===== src/hw/prog_read_pkg.sv =====
// Constants for the program memory read block
package prog_read_pkg;
   localparam logic [3:0]  ADDR_CONTROL   = 4'h0;
   localparam logic [3:0]  ADDR_DATA_LOW  = 4'h4;
   localparam logic [3:0]  ADDR_DATA_HIGH = 4'h8;
   localparam logic [3:0]  ADDR_ADR_LOW   = 4'hc;
   localparam logic [3:0]  ADDR_ADR_HIGH  = 4'h0;
   localparam logic [4:0]  ADDR_ADR_HIGH5 = 5'h10;
   localparam int          READ_GO_BIT    = 0;
   localparam logic [7:0]  CONTROL_FIXED  = 8'h80;
   localparam int          WORD_WIDTH     = 14;
   localparam int          ADDR_WIDTH     = 13;
   localparam int          HIGH_ADR_BITS  = 5;
   localparam int          HIGH_DATA_BITS = 6;
   localparam int          CYCLES_PER_INSTR = 4;
   localparam int          READ_INSTRS    = 2;
   localparam logic [3:0]  READ_CYCLES    = 4'(CYCLES_PER_INSTR * READ_INSTRS);
   localparam logic [1:0]  RESP_OKAY      = 2'h0;
   localparam logic [1:0]  RESP_SLVERR    = 2'h2;
   localparam logic [7:0]  REG_RESET      = 8'h00;
endpackage : prog_read_pkg


===== src/hw/program_memory_read.sv =====
// Program memory read block with AXI4-Lite register access
`timescale 1ns/10ps
`default_nettype none
module program_memory_read
(
   input  wire logic        sys_clk,
   input  wire logic        rst_n,
   input  wire logic [4:0]  s_axi_awaddr,
   input  wire logic        s_axi_awvalid,
   output var  logic        s_axi_awready,
   input  wire logic [31:0] s_axi_wdata,
   input  wire logic [3:0]  s_axi_wstrb,
   input  wire logic        s_axi_wvalid,
   output var  logic        s_axi_wready,
   output var  logic [1:0]  s_axi_bresp,
   output var  logic        s_axi_bvalid,
   input  wire logic        s_axi_bready,
   input  wire logic [4:0]  s_axi_araddr,
   input  wire logic        s_axi_arvalid,
   output var  logic        s_axi_arready,
   output var  logic [31:0] s_axi_rdata,
   output var  logic [1:0]  s_axi_rresp,
   output var  logic        s_axi_rvalid,
   input  wire logic        s_axi_rready,
   output var  logic [12:0] flash_addr,
   output var  logic        flash_read,
   input  wire logic [13:0] flash_data,
   output var  logic        instr_ignore
);
   typedef enum {IDLE, BUSY} read_state_e;

   read_state_e  state;
   read_state_e  next_state;
   logic [3:0]   count;
   logic [3:0]   next_count;
   logic [4:0]   adr_high;
   logic [4:0]   next_adr_high;
   logic [7:0]   adr_low;
   logic [7:0]   next_adr_low;
   logic [5:0]   data_high;
   logic [5:0]   next_data_high;
   logic [7:0]   data_low;
   logic [7:0]   next_data_low;
   logic         next_flash_read;
   logic         next_ignore;
   logic [12:0]  next_flash_addr;

   // Write channel state
   logic         aw_held;
   logic         next_aw_held;
   logic [4:0]   aw_addr;
   logic [4:0]   next_aw_addr;
   logic         w_held;
   logic         next_w_held;
   logic [31:0]  w_data;
   logic [31:0]  next_w_data;
   logic [3:0]   w_strb;
   logic [3:0]   next_w_strb;
   logic         next_awready;
   logic         next_wready;
   logic         next_bvalid;
   logic [1:0]   next_bresp;
   logic         next_arready;
   logic         next_rvalid;
   logic [31:0]  next_rdata;
   logic [1:0]   next_rresp;
   logic         do_write;
   logic         start;
   logic         busy;
   logic [7:0]   control_view;

   assign busy = (state == BUSY);
   assign control_view = prog_read_pkg::CONTROL_FIXED | {7'h00, busy};

   // Bus write handling
   always_comb
   begin
      next_aw_held  = aw_held;
      next_aw_addr  = aw_addr;
      next_w_held   = w_held;
      next_w_data   = w_data;
      next_w_strb   = w_strb;
      next_bvalid   = s_axi_bvalid;
      next_bresp    = s_axi_bresp;
      if (s_axi_awvalid && s_axi_awready)
      begin
         next_aw_held = 1'b1;
         next_aw_addr = s_axi_awaddr;
      end
      if (s_axi_wvalid && s_axi_wready)
      begin
         next_w_held = 1'b1;
         next_w_data = s_axi_wdata;
         next_w_strb = s_axi_wstrb;
      end
      do_write = aw_held && w_held && !s_axi_bvalid;
      if (do_write)
      begin
         next_aw_held = 1'b0;
         next_w_held  = 1'b0;
         next_bvalid  = 1'b1;
         next_bresp   = (aw_addr[1:0] != 2'h0 || aw_addr > prog_read_pkg::ADDR_ADR_HIGH5) ?
                        prog_read_pkg::RESP_SLVERR : prog_read_pkg::RESP_OKAY;
      end
      if (s_axi_bvalid && s_axi_bready)
      begin
         next_bvalid = 1'b0;
      end
      next_awready = !next_aw_held && !next_bvalid;
      next_wready  = !next_w_held && !next_bvalid;
   end

   always_ff @(posedge sys_clk or negedge rst_n)
   begin
      if (!rst_n)
      begin
         aw_held       <= 1'b0;
         aw_addr       <= 5'h00;
         w_held        <= 1'b0;
         w_data        <= 32'h00000000;
         w_strb        <= 4'h0;
         s_axi_bvalid  <= 1'b0;
         s_axi_bresp   <= 2'h0;
         s_axi_awready <= 1'b0;
         s_axi_wready  <= 1'b0;
      end
      else
      begin
         aw_held       <= next_aw_held;
         aw_addr       <= next_aw_addr;
         w_held        <= next_w_held;
         w_data        <= next_w_data;
         w_strb        <= next_w_strb;
         s_axi_bvalid  <= next_bvalid;
         s_axi_bresp   <= next_bresp;
         s_axi_awready <= next_awready;
         s_axi_wready  <= next_wready;
      end
   end

   // Read engine and registers; no protection gate on the path
   always_comb
   begin
      next_state      = state;
      next_count      = count;
      next_adr_high   = adr_high;
      next_adr_low    = adr_low;
      next_data_high  = data_high;
      next_data_low   = data_low;
      next_flash_read = 1'b0;
      next_ignore     = busy;
      next_flash_addr = flash_addr;
      start = do_write && w_strb[0] && (aw_addr[3:0] == prog_read_pkg::ADDR_CONTROL) && !aw_addr[4]
              && w_data[prog_read_pkg::READ_GO_BIT];
      if (do_write && w_strb[0] && !busy)
      begin
         if (aw_addr == prog_read_pkg::ADDR_ADR_HIGH5)
            next_adr_high = w_data[4:0];
         if (aw_addr == {1'b0, prog_read_pkg::ADDR_ADR_LOW})
            next_adr_low = w_data[7:0];
         if (aw_addr == {1'b0, prog_read_pkg::ADDR_DATA_LOW})
            next_data_low = w_data[7:0];
         if (aw_addr == {1'b0, prog_read_pkg::ADDR_DATA_HIGH})
            next_data_high = w_data[5:0];
      end
      case (state)
         IDLE:
         begin
            if (start)
            begin
               next_state      = BUSY;
               next_count      = prog_read_pkg::READ_CYCLES - 4'h1;
               next_flash_read = 1'b1;
               next_ignore     = 1'b1;
               next_flash_addr = {adr_high, adr_low};
            end
         end
         BUSY:
         begin
            next_ignore = 1'b1;
            if (count == 4'h0)
            begin
               next_state     = IDLE;
               next_ignore    = 1'b0;
               next_data_low  = flash_data[7:0];
               next_data_high = flash_data[13:8];
            end
            else
               next_count = count - 4'h1;
         end
         default:
            next_state = IDLE;
      endcase
   end

   always_ff @(posedge sys_clk or negedge rst_n)
   begin
      if (!rst_n)
      begin
         state        <= IDLE;
         count        <= 4'h0;
         adr_high     <= 5'h00;
         adr_low      <= 8'h00;
         data_high    <= 6'h00;
         data_low     <= 8'h00;
         flash_read   <= 1'b0;
         instr_ignore <= 1'b0;
         flash_addr   <= 13'h0000;
      end
      else
      begin
         state        <= next_state;
         count        <= next_count;
         adr_high     <= next_adr_high;
         adr_low      <= next_adr_low;
         data_high    <= next_data_high;
         data_low     <= next_data_low;
         flash_read   <= next_flash_read;
         instr_ignore <= next_ignore;
         flash_addr   <= next_flash_addr;
      end
   end

   // Bus read handling
   always_comb
   begin
      next_arready = 1'b0;
      next_rvalid  = s_axi_rvalid;
      next_rdata   = s_axi_rdata;
      next_rresp   = s_axi_rresp;
      if (s_axi_rvalid && s_axi_rready)
         next_rvalid = 1'b0;
      if (!s_axi_rvalid && !s_axi_arready && s_axi_arvalid)
         next_arready = 1'b1;
      if (s_axi_arvalid && s_axi_arready)
      begin
         next_rvalid = 1'b1;
         next_rresp  = prog_read_pkg::RESP_OKAY;
         case (s_axi_araddr)
            {1'b0, prog_read_pkg::ADDR_CONTROL}:   next_rdata = {24'h000000, control_view};
            {1'b0, prog_read_pkg::ADDR_DATA_LOW}:  next_rdata = {24'h000000, data_low};
            {1'b0, prog_read_pkg::ADDR_DATA_HIGH}: next_rdata = {26'h0000000, data_high};
            {1'b0, prog_read_pkg::ADDR_ADR_LOW}:   next_rdata = {24'h000000, adr_low};
            prog_read_pkg::ADDR_ADR_HIGH5:        next_rdata = {27'h0000000, adr_high};
            default:
            begin
               next_rdata = 32'h00000000;
               next_rresp = prog_read_pkg::RESP_SLVERR;
            end
         endcase
      end
   end

   always_ff @(posedge sys_clk or negedge rst_n)
   begin
      if (!rst_n)
      begin
         s_axi_arready <= 1'b0;
         s_axi_rvalid  <= 1'b0;
         s_axi_rdata   <= 32'h00000000;
         s_axi_rresp   <= 2'h0;
      end
      else
      begin
         s_axi_arready <= next_arready;
         s_axi_rvalid  <= next_rvalid;
         s_axi_rdata   <= next_rdata;
         s_axi_rresp   <= next_rresp;
      end
   end
endmodule // program_memory_read
`default_nettype wire


===== config.mk =====
export PLATFORM = sky130hd
export DESIGN_NAME = program_memory_read
export DESIGN_NICKNAME = d
export VERILOG_FILES = /design/src/hw/prog_read_pkg.sv /design/src/hw/program_memory_read.sv
export SDC_FILE = /design/constraint.sdc
export NUM_CORES = 1
export LEC_CHECK = 0
export ABC_AREA = 1
export BUFFER_PORTS_ARGS = -buffer_cell sky130_fd_sc_hd__buf_2
export CAP_MARGIN = 25
export CORE_MARGIN = 5
export CORE_UTILIZATION = 46
export CTS_CLUSTER_SIZE = 24
export DETAILED_ROUTE_END_ITERATION = 10
export GPL_ROUTABILITY_DRIVEN = 0
export GPL_TIMING_DRIVEN = 0
export PLACE_DENSITY_LB_ADDON = 0.15
export SYNTH_ARGS = -nofsm -noshare
export SYNTH_HDL_FRONTEND = slang
export SYNTH_SLANG_ARGS = --single-unit

===== constraint.sdc =====
create_clock -name sys_clk -period 1.4 [get_ports sys_clk]
set_input_delay 0.28 -clock sys_clk [delete_from_list [all_inputs] [get_ports sys_clk]]
set_output_delay 0.28 -clock sys_clk [all_outputs]
set_load 0.05 [all_outputs]

### After elaboration in Yosys (flattened, before gate mapping)

Cells that the tools add are included.

* flip-flop bits (word level): 135
* input bits: 67
* output and inout bits: 56

* add/subtract/negate cells: 1
* $lt $le $gt $ge: 1
* eq/ne operators: 13
* multiplexer cells: 31
* reductions and logical operators: 38

Operators by type and width (count)
* 2-to-1 mux 32 bit: 2
* case mux 32 bit (2 select lines): 1
* case mux 8 bit (5 select lines): 1
* == test 32 x 1 -> 1 bit, second input constant: 1
* == test 32 x 2 -> 1 bit, second input constant: 1
* zero test 32 bit: 1
* 2-to-1 mux 8 bit: 4
* 2-to-1 mux 6 bit: 4
* == test 5 x 4 -> 1 bit, second input constant: 4
* logical AND 1 bit: 16
* 2-to-1 mux 1 bit: 13
* == test 5 x 3 -> 1 bit, second input constant: 2
* == test 5 bit, second input constant: 2
* zero test 1 bit: 8
* zero test 4 bit: 2
* 2-to-1 mux 4 bit: 2
* case mux 4 bit (2 select lines): 1
* AND reduction 2 bit: 4
* inequality test 2 bit, second input constant: 3
* nonzero test 2 bit: 3
* greater-than comparator 5 bit, second input constant: 1
* zero test 5 bit: 1
* OR reduction 5 bit: 1
* 2-to-1 mux 2 bit: 2
* other kinds (4): 4

### Depth between registers and ports, before layout

* word-level depth: 8
* mapped depth: 8
* mapped depth without buffers: 8

### Worst setup path after synthesis

Ideal clock, no wire load.

* path kind: reg-to-reg
* start: reg s_axi_bvalid
* end: reg flash_addr[6]
* library setup time: 0.119 ns
* data arrival time: 1.473 ns
* required time: 1.281 ns
* path slack: -0.192 ns
* cell stages (with the launch flop): 8
* cell sequence: dfrtp_1 > inv_1 > nand3_4 > nor2_8 > nand4_4 > buf_6 > nand2_2 > o21ai_2

* longest elaborated chain between the ends: 7

Ends and longest elaborated chain
* start, declared: line program_memory_read.sv:16 `output var logic s_axi_bvalid,`
* start signal, assigned: line program_memory_read.sv:134 `s_axi_bvalid <= next_bvalid;`
* zero test 1 bit: line program_memory_read.sv:96 `do_write = aw_held && w_held && !s_axi_bvalid;`
* logical AND 1 bit: line program_memory_read.sv:96
* logical AND 1 bit (3 in a row): line program_memory_read.sv:153 `start = do_write && w_strb[0] && (aw_addr[3:0] == prog_read_pkg::ADDR_CONTROL) && !aw_addr[4]`
* logical AND 1 bit: line program_memory_read.sv:154 `&& w_data[prog_read_pkg::READ_GO_BIT];`
* AND reduction 2 bit (no source line)
* end signal, assigned: line program_memory_read.sv:220 `flash_addr <= next_flash_addr;`
* end, declared: line program_memory_read.sv:25 `output var logic [12:0] flash_addr,`

Every way passes these cells.
A chain may end at the register's enable or synchronous reset.

### Worst setup path after layout

* start: reg state[0]
* end: reg data_high[2]

* longest elaborated chain between the ends: 6

Ends and longest elaborated chain
* start, declared: line program_memory_read.sv:32 `read_state_e state;`
* start signal, assigned: line program_memory_read.sv:212 `state <= next_state;`
* == test 32 x 2 -> 1 bit: line program_memory_read.sv:72 `assign busy = (state == BUSY);`
* zero test 1 bit: line program_memory_read.sv:155 `if (do_write && w_strb[0] && !busy)`
* logical AND 1 bit: line program_memory_read.sv:155
* 2-to-1 mux 6 bit: line program_memory_read.sv:155
* 2-to-1 mux 6 bit: line program_memory_read.sv:181 `if (count == 4'h0)`
* 2-to-1 mux 6 bit *: line program_memory_read.sv:166 `case (state)`
* net next_data_high[2]: line program_memory_read.sv:41 `logic [5:0] next_data_high;`
* end signal, assigned: line program_memory_read.sv:216 `data_high <= next_data_high;`
* end, declared: line program_memory_read.sv:40 `logic [5:0] data_high;`

The timed path passes the listed nets; every way through them passes the cells marked *.

==> key figures <==
Status
  • Outcome: finished, violations left
  • Failing checks: setup timing

Drt
  • Via Count: 3,254
  • DRC: 0
  • Drt pass-1 iters: 4
  • Via density per instance: 4.74
  • Routed Antenna Nets: 0
  • Drt wl/cell: around 14 µm
  • Routed WL: between 9000 and 10,000 µm
  • Drt first-iter violations: between 100 and 150

Global routing
  • Routing usage on met3: 0.0464
  • GRT overflow: 0
  • Initial antenna violation count: 0
  • Number of global-route vias before repair: 3,180
  • First-pass GRT wire length: between 15,000 and 20,000 µm
  • GRT Total Usage: 0.190
  • GR Util met2: 0.302
  • Met1 usage: 0.257
  • Gr busiest metal: met2
  • Pin count of the biggest net entering global routing: 51

Cells and area
  • Post-route cell area: between 5000 and 6000 µm²
  • Syn-to-layout area delta: 33.7%
  • Final #Nets: ~650
  • Final Non-Filler Cells: 687
  • Share of cells above drive strength 1: 0.376
  • Antenna cells: 0

Logic synthesis
  • Yosys reg bits: around 80
  • Post-synth EDFFs: 0
  • Async SR Flop Fraction: 1.00
  • Post-synthesis sequential area ratio: 0.518
  • Cells after Synth: 446
  • Most instantiated library cell after synthesis: nand2_1
  • Yosys cell types: 29
  • Synthesized area per cell: 8.45 µm²
  • Synth top cells by count: nand2_1 (155), dfrtp_1 (78), inv_1 (46), o21ai_0 (35), buf_4 (26)
  • Yosys top cell by area: dfrtp_1
  • Ys flop type: dfrtp_1
  • Leading post-synthesis cells by cell area: dfrtp_1 (52%), nand2_1 (15%), buf_4 (5.2%)
  • Top cell type's share of synthesized area: 0.518
  • Synth warnings: 0
  • Synthesized area: approximately 3800 µm²

Setup path
  • Worst path required time: 1690 ps
  • R2R depth: 9
  • Worst setup EP type: flip-flop
  • Reg2Reg Capture Point: data_high[2]
  • Critical path class: flip-flop to flip-flop
  • Critical Path Fanout Max: 6
  • R2r setup slk: -30 ps
  • R2R Path Start: state[0]
  • Critical path launch point type: flip-flop
  • Arr. time, crit path: between 1500 and 2000 ps

STA
  • Final Setup Violations: 18
  • Final worst slack: -30.4 ps
  • Final Hold Fails: 0
  • Post-layout min period: between 1000 and 1500 ps
  • Fin Hold WS: around 110 ps
  • Period utilization: 1.02
  • Fmax achieved: between 0.6 and 0.7 GHz
  • Unrepaired setup endpoints after global routing: yes
  • Fin. max-slew vios: 0
  • Skew final: 10.6 ps

Power
  • PwrDens: approximately 1600 nW/µm²
  • Leak: 2.71 nW
  • Worst vdd ir: 1.12 mV

Floorplan
  • Die Y: about 100 µm
  • Total core area: between 8000 and 9000 µm²
  • Std cell rows: 33
  • Die area: between 10,000 and 15,000 µm²
  • Ports: ~120
  • DIE WIDTH: 101 µm
  • Starting density of the core: 0.466

CTS
  • CTS Buf Count: 9
  • CTS tree: yes
  • H-Tree Depth: 3
  • Clock latency at the later pin of the worst-skew pair: between 300 and 400 ps
  • Clock sink count: 78
  • Clock root buffer: clkbuf_8
  • Clock slew at reported path FFs: approximately 80 ps
  • CTS Buffer Depth: 2

Place
  • Pre-CTS setup slack: -262 ps
  • Dpl hpwl: approximately 6500 µm
  • Port-buffer cells: between 60 and 70
  • Placed standard-cell area: 4380 µm²
  • Placed cells: 644

Job
  • Max-Cap Viols: 0

Worst hold path
  • Min-delay src: s_axi_rready
  • Hold Crit Class: input port to flip-flop
  • Hold depth: 2
  • Hold Path Sink: s_axi_rvalid
## area by class of cell
cell class                 count  area [µm²]
clock buffer                  10         128
multi-input combinational    304        1630
tap                          105         131
inverter                      53         209
sequential                    78        1960
buffer                        36         278
clock inverter                 6        71.3
fill                         733        3050
timing repair buffer          95         641
## timing repair
| action | in CTS | in global routing |
|---|---|---|
| gates resized for setup | 36 | 29 |
| gates cloned | 3 | 0 |
| hold buffers | 1 | 0 |
| pin swaps | 8 | 14 |
| hold endpoints to repair | 28 | 0 |
| setup endpoints to repair | 40 | 44 |
| buffers inserted | 15 | 8 |
## routing by layer
layer / wire (µm) / vias to the layer above
met5: 0 / -
met4: 136 / 0
met3: 596 / 11
met2: 4490 / 96
met1: 4070 / 1522
li1: - / 1625
## where the power goes
part | switching (mW) | internal, mW
clock network | 0.866 | 0.837
registers | 0.475 | 2.91
logic | 1.97 | 0.973
total | 3.31 | 4.72
## how the worst max path moves through the flow
stage / endpoint / startpoint / depth (start not counted)
final: data_high[2] / state[0] / 9
after global routing: data_high[2] / s_axi_bvalid / 9
after CTS: flash_addr[2] / aw_addr[0] / 7
after detailed placement: data_high[2] / count[0] / 8
after global placement: s_axi_bvalid / rst_n / 1
after floorplan: flash_addr[6] / s_axi_bvalid / 7
## cells by family after synthesis
kind of cell / after synthesis / share of synthesized area
flops: 78 / 0.518
buf+inv: 89 / 0.122
other cells: 1 / 0.000995
compound gates: 55 / 0.0899
simple gates: 222 / 0.266
fa+ha+maj: 1 / 0.00332
## cell usage in the layout, fill, tap and decap left out, drive strengths merged
| cell type | n |
|---|---|
| dfrtp | 78 |
| clkinv | 4 |
| bufinv | 1 |
| clkinvlp | 2 |
| clkbuf | 13 |
| conb | 26 |
| nand4 | 15 |
| o22ai | 1 |
| nor3 | 1 |
| buf | 127 |
| inv | 52 |
| nor4 | 1 |
| dlygate4sd3 | 1 |
| nand3 | 28 |
| o31ai | 1 |
| o311ai | 1 |
| o21ai | 51 |
| ha | 1 |
| nand2 | 158 |
| a21oi | 1 |
| nor2 | 19 |
## critical path, stage by stage (launching register included)
cell	delay, ps
dfrtp_2	440
inv_4	90
nand2_4	60
nor2_8	150
buf_6	130
nand4_1	130
buf_6	170
nand2_1	60
nand3_1	70
nand2_1	70
## per-stage QoR
step / utilization / TNS (ps) / total power [mW]
floorplan: - / -526 / 5.14
global placement: 0.537 / -42970 / 5.75
detailed placement: 0.541 / -5260 / 5.85
CTS: 0.603 / -238 / 7.83
global route: 0.623 / -3320 / 8.57
finish: 0.623 / -163 / 8.03
## flip-flops by register name (all words and copies together) (netlist names)
name and flops:
data_high 6, w_held 1, instr_ignore 1, s_axi_rvalid 1, s_axi_awready 1, aw_held 1
s_axi_bvalid 1, adr_low 8, s_axi_rdata 8, adr_high 5, w_data 8, flash_read 1
aw_addr 5, s_axi_wready 1, w_strb 1, count 4, s_axi_rresp 1, s_axi_arready 1
state 1, s_axi_bresp 1, flash_addr 13, data_low 8
Power figures use the tool's default switching activity.
